## src/dws_pkg.sv

```systemverilog
// package: constants and types for the dual wiper two-wire slave
package dws_pkg;
  localparam int WIPER_WIDTH = 6;
  localparam logic [5:0] WIPER_RESET = 6'h21; // mute position, 33 decimal
  localparam logic [5:0] WIPER_MUTE = 6'h21;
  localparam logic [5:0] WIPER_MAX = 6'h21;
  localparam logic [5:0] STEP1_LAST = 6'h0c;
  localparam logic [5:0] STEP2_LAST = 6'h18;
  // device-type code is arbitrary, not tied to any part
  localparam logic [3:0] DEVICE_TYPE_CODE = 4'ha;
  localparam int TYPE_MSB = 7;
  localparam int TYPE_LSB = 4;
  localparam int SEL_MSB = 3;
  localparam int SEL_LSB = 1;
  localparam int DIR_BIT = 0;
  localparam int CHAN_BIT = 6;
  localparam int VALUE_MSB = 5;
  localparam logic DIR_READ = 1'b1;
  localparam logic [3:0] BIT_LAST = 4'h7;
  localparam logic [3:0] BIT_RESET = 4'h0;
  localparam logic [7:0] BYTE_RESET = 8'h00;

  typedef enum logic [2:0] {
    DWS_IDLE = 3'b000,
    DWS_RECV = 3'b001,
    DWS_ACK = 3'b010,
    DWS_SEND = 3'b011,
    DWS_MACK = 3'b100,
    DWS_WAIT = 3'b101
  } dws_state_type;
endpackage

```

## src/dws_slave.sv

```systemverilog
// module: two-wire slave port holding two volatile wiper registers
module dws_slave (
  input wire logic i_clk,
  input wire logic i_reset,
  input wire logic i_scl,
  input wire logic i_sda,
  input wire logic i_port_enable_n,
  input wire logic i_device_select_pin_0,
  input wire logic i_device_select_pin_1,
  input wire logic i_device_select_pin_2,
  output logic o_sda_out,
  output logic o_sda_oe,
  output logic [dws_pkg::WIPER_WIDTH-1:0] o_wiper_output_0,
  output logic [dws_pkg::WIPER_WIDTH-1:0] o_wiper_output_1,
  output logic [1:0] o_tap_step_0,
  output logic [1:0] o_tap_step_1,
  output logic o_busy
);
  import dws_pkg::*;

  typedef struct packed {
    dws_state_type state;
    logic [3:0] bit_count;
    logic [7:0] shift;
    logic first;
    logic read;
    logic chan;
    logic drive_low;
    logic busy;
    logic scl_prev;
    logic sda_prev;
    logic en_n_prev;
    logic [5:0] wiper0;
    logic [5:0] wiper1;
    logic [1:0] step0;
    logic [1:0] step1;
  } dws_regs_type;

  dws_regs_type r;
  dws_regs_type next_r;
  logic scl_s;
  logic sda_s;
  logic en_n_s;
  logic [2:0] sel_s;

  dws_sync u_sync_scl (
    .i_clk(i_clk), .i_reset(i_reset), .i_pin(i_scl), .o_level(scl_s)
  );
  dws_sync u_sync_sda (
    .i_clk(i_clk), .i_reset(i_reset), .i_pin(i_sda), .o_level(sda_s)
  );
  dws_sync u_sync_en (
    .i_clk(i_clk), .i_reset(i_reset), .i_pin(i_port_enable_n),
    .o_level(en_n_s)
  );
  // straps are static, but they still cross in from pins
  dws_sync u_sync_sel0 (
    .i_clk(i_clk), .i_reset(i_reset), .i_pin(i_device_select_pin_0),
    .o_level(sel_s[0])
  );
  dws_sync u_sync_sel1 (
    .i_clk(i_clk), .i_reset(i_reset), .i_pin(i_device_select_pin_1),
    .o_level(sel_s[1])
  );
  dws_sync u_sync_sel2 (
    .i_clk(i_clk), .i_reset(i_reset), .i_pin(i_device_select_pin_2),
    .o_level(sel_s[2])
  );

  function automatic logic [1:0] tap_step(input logic [5:0] v);
    if (v <= STEP1_LAST) begin
      tap_step = 2'h1;
    end else if (v <= STEP2_LAST) begin
      tap_step = 2'h2;
    end else if (v < WIPER_MUTE) begin
      tap_step = 2'h3;
    end else begin
      tap_step = 2'h0;
    end
  endfunction

  logic scl_rise;
  logic scl_fall;
  logic start_cond;
  logic stop_cond;
  logic [2:0] sel_pins;
  logic [7:0] rx_byte;

  always_comb begin
    scl_rise = scl_s & ~r.scl_prev;
    scl_fall = ~scl_s & r.scl_prev;
    start_cond = scl_s & r.scl_prev & r.sda_prev & ~sda_s;
    stop_cond = scl_s & r.scl_prev & ~r.sda_prev & sda_s;
    sel_pins = sel_s;
    rx_byte = {r.shift[6:0], sda_s};
  end

  always_comb begin
    next_r = r;
    next_r.scl_prev = scl_s;
    next_r.sda_prev = sda_s;
    next_r.en_n_prev = en_n_s;
    next_r.step0 = tap_step(r.wiper0);
    next_r.step1 = tap_step(r.wiper1);
    if (en_n_s) begin
      next_r.state = DWS_IDLE;
      next_r.drive_low = 1'b0;
      next_r.busy = 1'b0;
    end else if (r.en_n_prev) begin
      // lines only just enabled: take a fresh edge history first
      next_r.state = DWS_IDLE;
    end else if (start_cond) begin
      // repeated start restarts decode without ending the occupancy
      next_r.state = DWS_RECV;
      next_r.bit_count = BIT_RESET;
      next_r.shift = BYTE_RESET;
      next_r.first = 1'b1;
      next_r.drive_low = 1'b0;
      next_r.busy = 1'b1;
    end else if (stop_cond) begin
      next_r.state = DWS_IDLE;
      next_r.drive_low = 1'b0;
      next_r.busy = 1'b0;
    end else begin
      case (r.state)
        DWS_IDLE: begin
          next_r.drive_low = 1'b0;
        end
        DWS_RECV: begin
          if (scl_rise) begin
            next_r.shift = rx_byte;
            next_r.bit_count = r.bit_count + 4'h1;
            if (r.bit_count == BIT_LAST) begin
              if (r.first) begin
                if (rx_byte[TYPE_MSB:TYPE_LSB] == DEVICE_TYPE_CODE &&
                    rx_byte[SEL_MSB:SEL_LSB] == sel_pins) begin
                  next_r.state = DWS_ACK;
                  next_r.read = (rx_byte[DIR_BIT] == DIR_READ);
                  next_r.chan = 1'b0;
                end else begin
                  next_r.state = DWS_WAIT;
                end
              end else begin
                if (rx_byte[CHAN_BIT]) begin
                  next_r.wiper1 = (rx_byte[VALUE_MSB:0] > WIPER_MAX) ?
                    WIPER_MAX : rx_byte[VALUE_MSB:0];
                end else begin
                  next_r.wiper0 = (rx_byte[VALUE_MSB:0] > WIPER_MAX) ?
                    WIPER_MAX : rx_byte[VALUE_MSB:0];
                end
                next_r.state = DWS_ACK;
              end
            end
          end
        end
        DWS_ACK: begin
          // pull low on the falling edge ending bit 8, hold through high
          if (scl_fall && !r.drive_low) begin
            next_r.drive_low = 1'b1;
          end else if (scl_fall && r.drive_low) begin
            next_r.bit_count = BIT_RESET;
            if (r.first && r.read) begin
              next_r.state = DWS_SEND;
              next_r.shift = {2'b00, r.wiper0};
              next_r.chan = 1'b1;
              next_r.drive_low = 1'b1; // top bit of a wiper byte is 0
            end else begin
              next_r.state = DWS_RECV;
              next_r.drive_low = 1'b0;
            end
            next_r.first = 1'b0;
          end
        end
        DWS_SEND: begin
          if (scl_fall) begin
            next_r.bit_count = r.bit_count + 4'h1;
            if (r.bit_count == BIT_LAST) begin
              next_r.state = DWS_MACK;
              next_r.drive_low = 1'b0;
            end else begin
              next_r.shift = {r.shift[6:0], 1'b0};
              next_r.drive_low = ~r.shift[6];
            end
          end
        end
        DWS_MACK: begin
          if (scl_rise) begin
            if (sda_s || !r.chan) begin
              // nack or both bytes sent: stay released until a stop or a new start
              next_r.state = DWS_WAIT;
            end else begin
              // master acked: arm the second byte for the next fall
              next_r.bit_count = BIT_RESET;
            end
          end else if (scl_fall && r.bit_count == BIT_RESET) begin
            // loading on the fall keeps bit 7 in its own low phase
            next_r.state = DWS_SEND;
            next_r.shift = {2'b00, r.wiper1};
            next_r.chan = 1'b0;
            next_r.drive_low = 1'b1;
          end
        end
        DWS_WAIT: begin
          next_r.drive_low = 1'b0;
        end
        default: begin
          next_r.state = DWS_IDLE;
          next_r.drive_low = 1'b0;
        end
      endcase
    end
  end

  always_ff @(posedge i_clk or posedge i_reset) begin
    if (i_reset) begin
      r.state <= DWS_IDLE;
      r.bit_count <= BIT_RESET;
      r.shift <= BYTE_RESET;
      r.first <= 1'b0;
      r.read <= 1'b0;
      r.chan <= 1'b0;
      r.drive_low <= 1'b0;
      r.busy <= 1'b0;
      r.scl_prev <= 1'b1;
      r.sda_prev <= 1'b1;
      r.en_n_prev <= 1'b1;
      r.wiper0 <= WIPER_RESET;
      r.wiper1 <= WIPER_RESET;
      r.step0 <= 2'h0;
      r.step1 <= 2'h0;
    end else begin
      r <= next_r;
    end
  end

  always_comb begin
    o_sda_out = 1'b0;
    o_sda_oe = r.drive_low;
    o_wiper_output_0 = r.wiper0;
    o_wiper_output_1 = r.wiper1;
    o_tap_step_0 = r.step0;
    o_tap_step_1 = r.step1;
    o_busy = r.busy;
  end
endmodule // dws_slave

```

## src/dws_sync.sv

```systemverilog
// module: two flip-flop synchroniser for one pin input
module dws_sync (
  input wire logic i_clk,
  input wire logic i_reset,
  input wire logic i_pin,
  output logic o_level
);
  logic meta;
  always_ff @(posedge i_clk or posedge i_reset) begin
    if (i_reset) begin
      meta <= 1'b1;
      o_level <= 1'b1;
    end else begin
      meta <= i_pin;
      o_level <= meta;
    end
  end
endmodule // dws_sync
```

## config.mk

```make
export PLATFORM = sky130hd
export DESIGN_NAME = dws_slave
export DESIGN_NICKNAME = d
export VERILOG_FILES = /design/src/dws_pkg.sv /design/src/dws_slave.sv /design/src/dws_sync.sv
export SDC_FILE = /design/constraint.sdc
export NUM_CORES = 1
export LEC_CHECK = 0
export BUFFER_PORTS_ARGS = -buffer_cell sky130_fd_sc_hd__buf_2
export CAP_MARGIN = 20
export CORE_ASPECT_RATIO = 0.5
export CORE_MARGIN = 2
export CORE_UTILIZATION = 50
export DETAILED_ROUTE_END_ITERATION = 6
export PLACE_DENSITY = 0.72
export SLEW_MARGIN = 5
export SYNTH_ARGS = -nofsm -noshare
export SYNTH_HDL_FRONTEND = slang
export SYNTH_SLANG_ARGS = --single-unit
```

## constraint.sdc

```tcl
create_clock -name i_clk -period 1.9 [get_ports i_clk]
set_input_delay 0.19 -clock i_clk [delete_from_list [all_inputs] [get_ports i_clk]]
set_output_delay 0.19 -clock i_clk [all_outputs]
set_load 0.05 [all_outputs]
```

; Word level (Yosys, flattened, before mapping)
; Cells that the tools add are included.
[word_totals]
out_inout_bits = 19
in_bits = 8
ff_bits = 50
word_cells = 193
[classes]
bitwise_logic = 18
n_mux = 73
n_addsub = 1
n_eq_ne = 41
n_lt_le_gt_ge = 7
reduce_logical = 26
[ops]
columns = operator, count
row1 = 15-bit two-way mux, 7
row2 = 16-bit two-way mux, 5
row3 = "6-bit by 5-bit != test with 1-bit output, second input constant", 12
row4 = 2-bit two-way mux, 30
row5 = 12-bit case mux with 4 select lines, 1
row6 = "5-bit by 4-bit != test with 1-bit output, second input constant", 9
row7 = 9-bit AND reduction, 4
row8 = 8-bit two-way mux, 4
row9 = 3-bit two-way mux, 10
row10 = 3-bit case mux with 5 select lines, 1
row11 = "7-bit by 6-bit != test with 1-bit output, second input constant", 2
row12 = 14-bit AND reduction, 1
row13 = "6-bit by 4-bit <= comparator with 1-bit output, second input constant", 2
row14 = "6-bit by 5-bit <= comparator with 1-bit output, second input constant", 2
row15 = "6-bit < comparator, second input constant", 2
row16 = "3-bit != test, second input constant", 4
row17 = 12-bit AND reduction, 1
row18 = 6-bit AND reduction, 2
row19 = 1-bit inverter, 11
row20 = 1-bit two-way mux, 10
row21 = 10-bit AND reduction, 1
row22 = 4-bit two-way mux, 2
row23 = "4-bit by 3-bit != test with 1-bit output, second input constant", 2
row24 = 1-bit bitwise AND, 7
row25 = 25 further kinds, 34

; Longest topological paths before layout
[depth]
depth_word = 16
mapped_depth = 9
depth_no_buf = 7

; By module
; Synthesis repeated with hierarchy kept, for this count alone.
[unflattened]
hier_cells = 307
hier_area_um2 = 2817.7
[by_module_without_submodules]
columns = module, seq_area_each_um2, area_each_um2, cells_per_inst, n_inst
row1 = dws_slave, 959.7, 2479.9, 289, 1
row2 = dws_sync, 52.6, 56.3, 3, 6

; Least setup slack after synthesis
; Ideal clock, no wire load.
[synth_path]
path_type = register to register
startpoint = reg r[18] (netlist bit)
endpoint = reg r[24] (netlist bit)
n_path_buf = 2
t_arrival_ps = 1821
setup_ps = 125
path_slack_ps = -45
synth_period_minus_slack_ps = 1945
path_stages_with_launch = 9
t_required_ps = 1775
path_cell_list = dfstp_2 > buf_2 > nor2b_1 > buf_2 > o2bb2ai_1 > o21ai_1 > a221oi_1 > o21ai_2 > mux2_2
[synth_between]
elab_chain_cells = 5
word_cells_on_any_way = 23
classes_between = 9 x eq/ne / 1 x mux / 8 x bitwise / 5 x reduce/logical
[synth_lines]
columns = element, line_no
row1 = from (decl), dws_slave.sv:39  ; dws_regs_type r;
row2 = from (signal assigned), dws_slave.sv:232  ; r <= next_r;
row3 = 1-bit bitwise AND, "dws_slave.sv:92, dws_slave.sv:93"
row4 = 1-bit bitwise AND (on tied branches) (2 in a row), "dws_slave.sv:92, dws_slave.sv:93"
row5 = "5-bit by 4-bit != test with 1-bit output (no source line), or another cell as far along", --
row6 = 12-bit AND reduction (no source line), --
; Several ways; a longest one is shown, not always the timed one.
; A chain may end at the register's enable or synchronous reset.

; Worst setup path in the final report
[layout_path]
startpoint = reg r[33] (netlist bit)
endpoint = reg r[26] (netlist bit)
[layout_between]
elab_chain_cells = 4
word_cells_on_any_way = 6
classes_between = 3 x eq/ne / 3 x reduce/logical
[layout_lines]
columns = element, line_no
row1 = 4-bit zero test, dws_slave.sv:195  ; end else if (scl_fall && r.bit_count == BIT_RESET) begin
row2 = 1-bit logical AND, dws_slave.sv:195
row3 = 3-bit != test (no source line), --
row4 = 12-bit AND reduction (no source line) (*), --
; Every way passes the cells marked *; elsewhere a longest branch is shown, timed or not.

==> metrics.txt <==
post-route cell area=3810 sq um; min setup slack post-route=-0.0378 ns; Post-Synth XOR/XNOR Area=0.0180; RSZ-0062 raised after global routing=yes; top-level I/O count=27; synthesized flop and latch total=50; Die Wd=111 um; share of cells above drive strength 1=0.439; DRT Pass-1 Iters=5; Nets=371; die area=6370 sq um; Finished Layout Cells=435; post-route ant nets=0; minimum clock period=1.94 ns; TNS Setup=-0.208 ns; fin util=0.694; simple-gate area share of the yosys netlist=0.188; sequential fraction of the synthesis area=0.446; leakage power=0.00167 uW; RR Startpoint=r[33]; Cell Rows=19; Clock Tree Buf Depth=2; initial antenna violation count=0; critical path arrival=2.13 ns; Die Height=57.5 um; Adder-Cell Fraction of Synth Area=0.00876; vias in the first global route=2554; Clock Latency Late Sink=0.30 ns; commonest cells after routing, fill and taps aside=buf_4 (46), dfrtp_1 (29), nand2_1 (27); P&R area growth vs syn=33.4%; CP endpoint=r[26]; via count=2554; EDFF count, synth=0; Place WS=-0.111 ns; largest net degree at the start of global routing=27; largest family of logic cells by synthesized area=compound AO/OA/AOI/OAI gates; CTS tree=built; period utilization=1.02; r2r worst-path depth=7; FILL cells=414; CP Launch Type=flip-flop; clk root buf=clkbuf_16; setup violators final=7; Power per Cell Area=684 nW/um^2; final setup skew=0.00558 ns; Final Hold Viols=0; Core Box Area=5490 sq um; Total GRT Usage=0.264; critical path peak fanout=7; max-slew violations=0; final wirelength=8.08 mm; Avg Inst Size Synth=9.46 sq um; Slew HR=0.628; Inst Count DP=412; multi-input logic area=1570 sq um; critical path depth in cells=7; FF-to-FF setup slack=-0.04 ns; worst flop-to-flop path endpoint=r[26]; port bufs=25; Peak Freq=516 MHz; Syn Nets=312; Synth async-reset ratio=1.00; WL/cell=18.6 um; ant diodes=0; Starting Density=0.520; Compound-Gate Fraction of Synth Area=0.204; outcome=finished with violations; delay-heaviest family, CP=simple AND/OR/NAND/NOR gates; mux contribution to synthesized area=0.0425; Inserted Clock Buffers=5; GP Congestion=0.943; Slew @ Worst Pin=0.557 ns; HP Class=reg2reg; crit path capture type=flip-flop; Num Clock Sinks=50; drt drc=0; Max IR drop VDD=750 uV; crit-path max cell delay=0.40 ns; Mapped Area=2860 sq um; Max-cap violations=0; Synth Flop Type=dfrtp_1; global-route wire length before repair=12.9 mm; post-place instance area=3260 sq um; Crit Path Class=reg2reg; initial DRC count=198; total grt overflow=0; Synth warnings=0; via density per instance=5.87; cell count after synthesis=302; CP required=2.09 ns; WP buf/inv=1; register area=1280 sq um; H-tree depth=2; post-DP HPWL=5.44 mm; Worst path slowest cell=dfrtp_1; Clock transition at path regs=0.07 ns; failing checks=setup timing; Critical Path Start=r[33]; worst-path cell chain=ha_2 -> and3b_2 -> nand2b_4 -> a221oi_2 -> o21ai_4 -> buf_12 -> mux2_4; Synth cell types=61; most common cell after layout, fill and taps aside=buf_4
-- how the worst min path moves through the flow --
stage | startpoint | endpoint | cells after the start
2_1_floorplan | i_port_enable_n | u_sync_en.meta | 0
3_3_place_gp | i_reset | r[26] | 2
3_5_place_dp | i_reset | o_tap_step_0[1] | 2
4_1_cts | u_sync_scl.meta | u_sync_scl.o_level | 0
5_1_grt | u_sync_en.meta | u_sync_en.o_level | 0
6_report | u_sync_scl.meta | u_sync_scl.o_level | 0
-- registers in the layout, indices dropped and copies added, names as in the netlist, 2 cells and up --
name,count
r,20
o_wiper_output_0,6
o_wiper_output_1,6
o_tap_step_0,2
o_tap_step_1,2
-- per-stage QoR --
step | hold slack [ns] | total power (uW)
final | 0.357 | 2610
after global routing | 0.359 | 2700
after CTS | 0.358 | 2560
after detailed placement | 0.274 | 1440
after global placement | 0.266 | 1430
after floorplan | 0.194 | 1330
-- layer usage --
metal | global-route usage | share of wire | vias up
li1 | - | - | 1183
met2 | 0.443 | 0.51 | 101
met5 | 0 | 0 | -
met1 | 0.355 | 0.41 | 1254
met4 | 0.0804 | 0.016 | 0
met3 | 0.0531 | 0.062 | 16
-- report_power, final --
| part | internal, uW | leakage [uW] | switching [uW] |
|---|---|---|---|
| registers | 1120 | 0.000613 | 48.5 |
| clock network | 663 | 0.0000875 | 423 |
| logic | 176 | 0.000966 | 180 |
| total | 1960 | 0.00167 | 652 |
-- logic make-up after synthesis --
logic type / count (synthesis)
AOI/OAI and AO/OA: 90
xor gates and xnor gates: 5
adders and majority gates: 2
buffers and inverters: 44
DFF: 50
muxes: 11
other: 1
and+or+nand+nor: 99
-- Yosys cell counts (all sizes together) (2+ instances only) --
| cell | instances | area, sq um |
|---|---|---|
| nor3b | 2 | 20.0 |
| a22o | 9 | 78.8 |
| o21bai | 2 | 15.0 |
| buf | 27 | 195 |
| dfstp | 19 | 499 |
| nor2 | 16 | 67.6 |
| nor2b | 7 | 43.8 |
| or3b | 2 | 17.5 |
| a31oi | 9 | 56.3 |
| and3b | 2 | 17.5 |
| mux2 | 9 | 101 |
| nor3 | 8 | 40.0 |
| nand3 | 7 | 35.0 |
| or2 | 4 | 25.0 |
| o2111ai | 2 | 17.5 |
| clkbuf | 7 | 27.5 |
| ha | 2 | 25.0 |
| nand2b | 9 | 56.3 |
| o22ai | 5 | 37.5 |
| nand3b | 3 | 22.5 |
| dfrtp | 31 | 776 |
| o21ai | 26 | 134 |
| o31ai | 4 | 30.0 |
| a21oi | 19 | 95.1 |
| inv | 10 | 37.5 |
| xnor2 | 5 | 51.3 |
| nand2 | 28 | 105 |
| mux2i | 2 | 20.0 |
| and2b | 2 | 15.0 |
| o2bb2ai | 3 | 26.3 |
| or4 | 2 | 15.0 |
-- layout make-up --
cell class | instances | share of cell area
clock buffers | 6 | 0.0364
clock inverters | 2 | 0.0102
inverters | 10 | 0.00985
multi-input cells | 208 | 0.411
flip-flops and latches | 50 | 0.335
well taps | 73 | 0.0240
repair buffers | 86 | 0.173
-- what timing repair did --
action / in CTS / in global routing
setup endpoints to repair: 11 / 24
setup buffers: 4 / 10
resized for setup: 13 / 37
pin swaps: 5 / 14
hold endpoints to repair: 27 / 0
hold buffers: 7 / 0
cloned: 0 / 0
(Power assumes the default switching activity.)
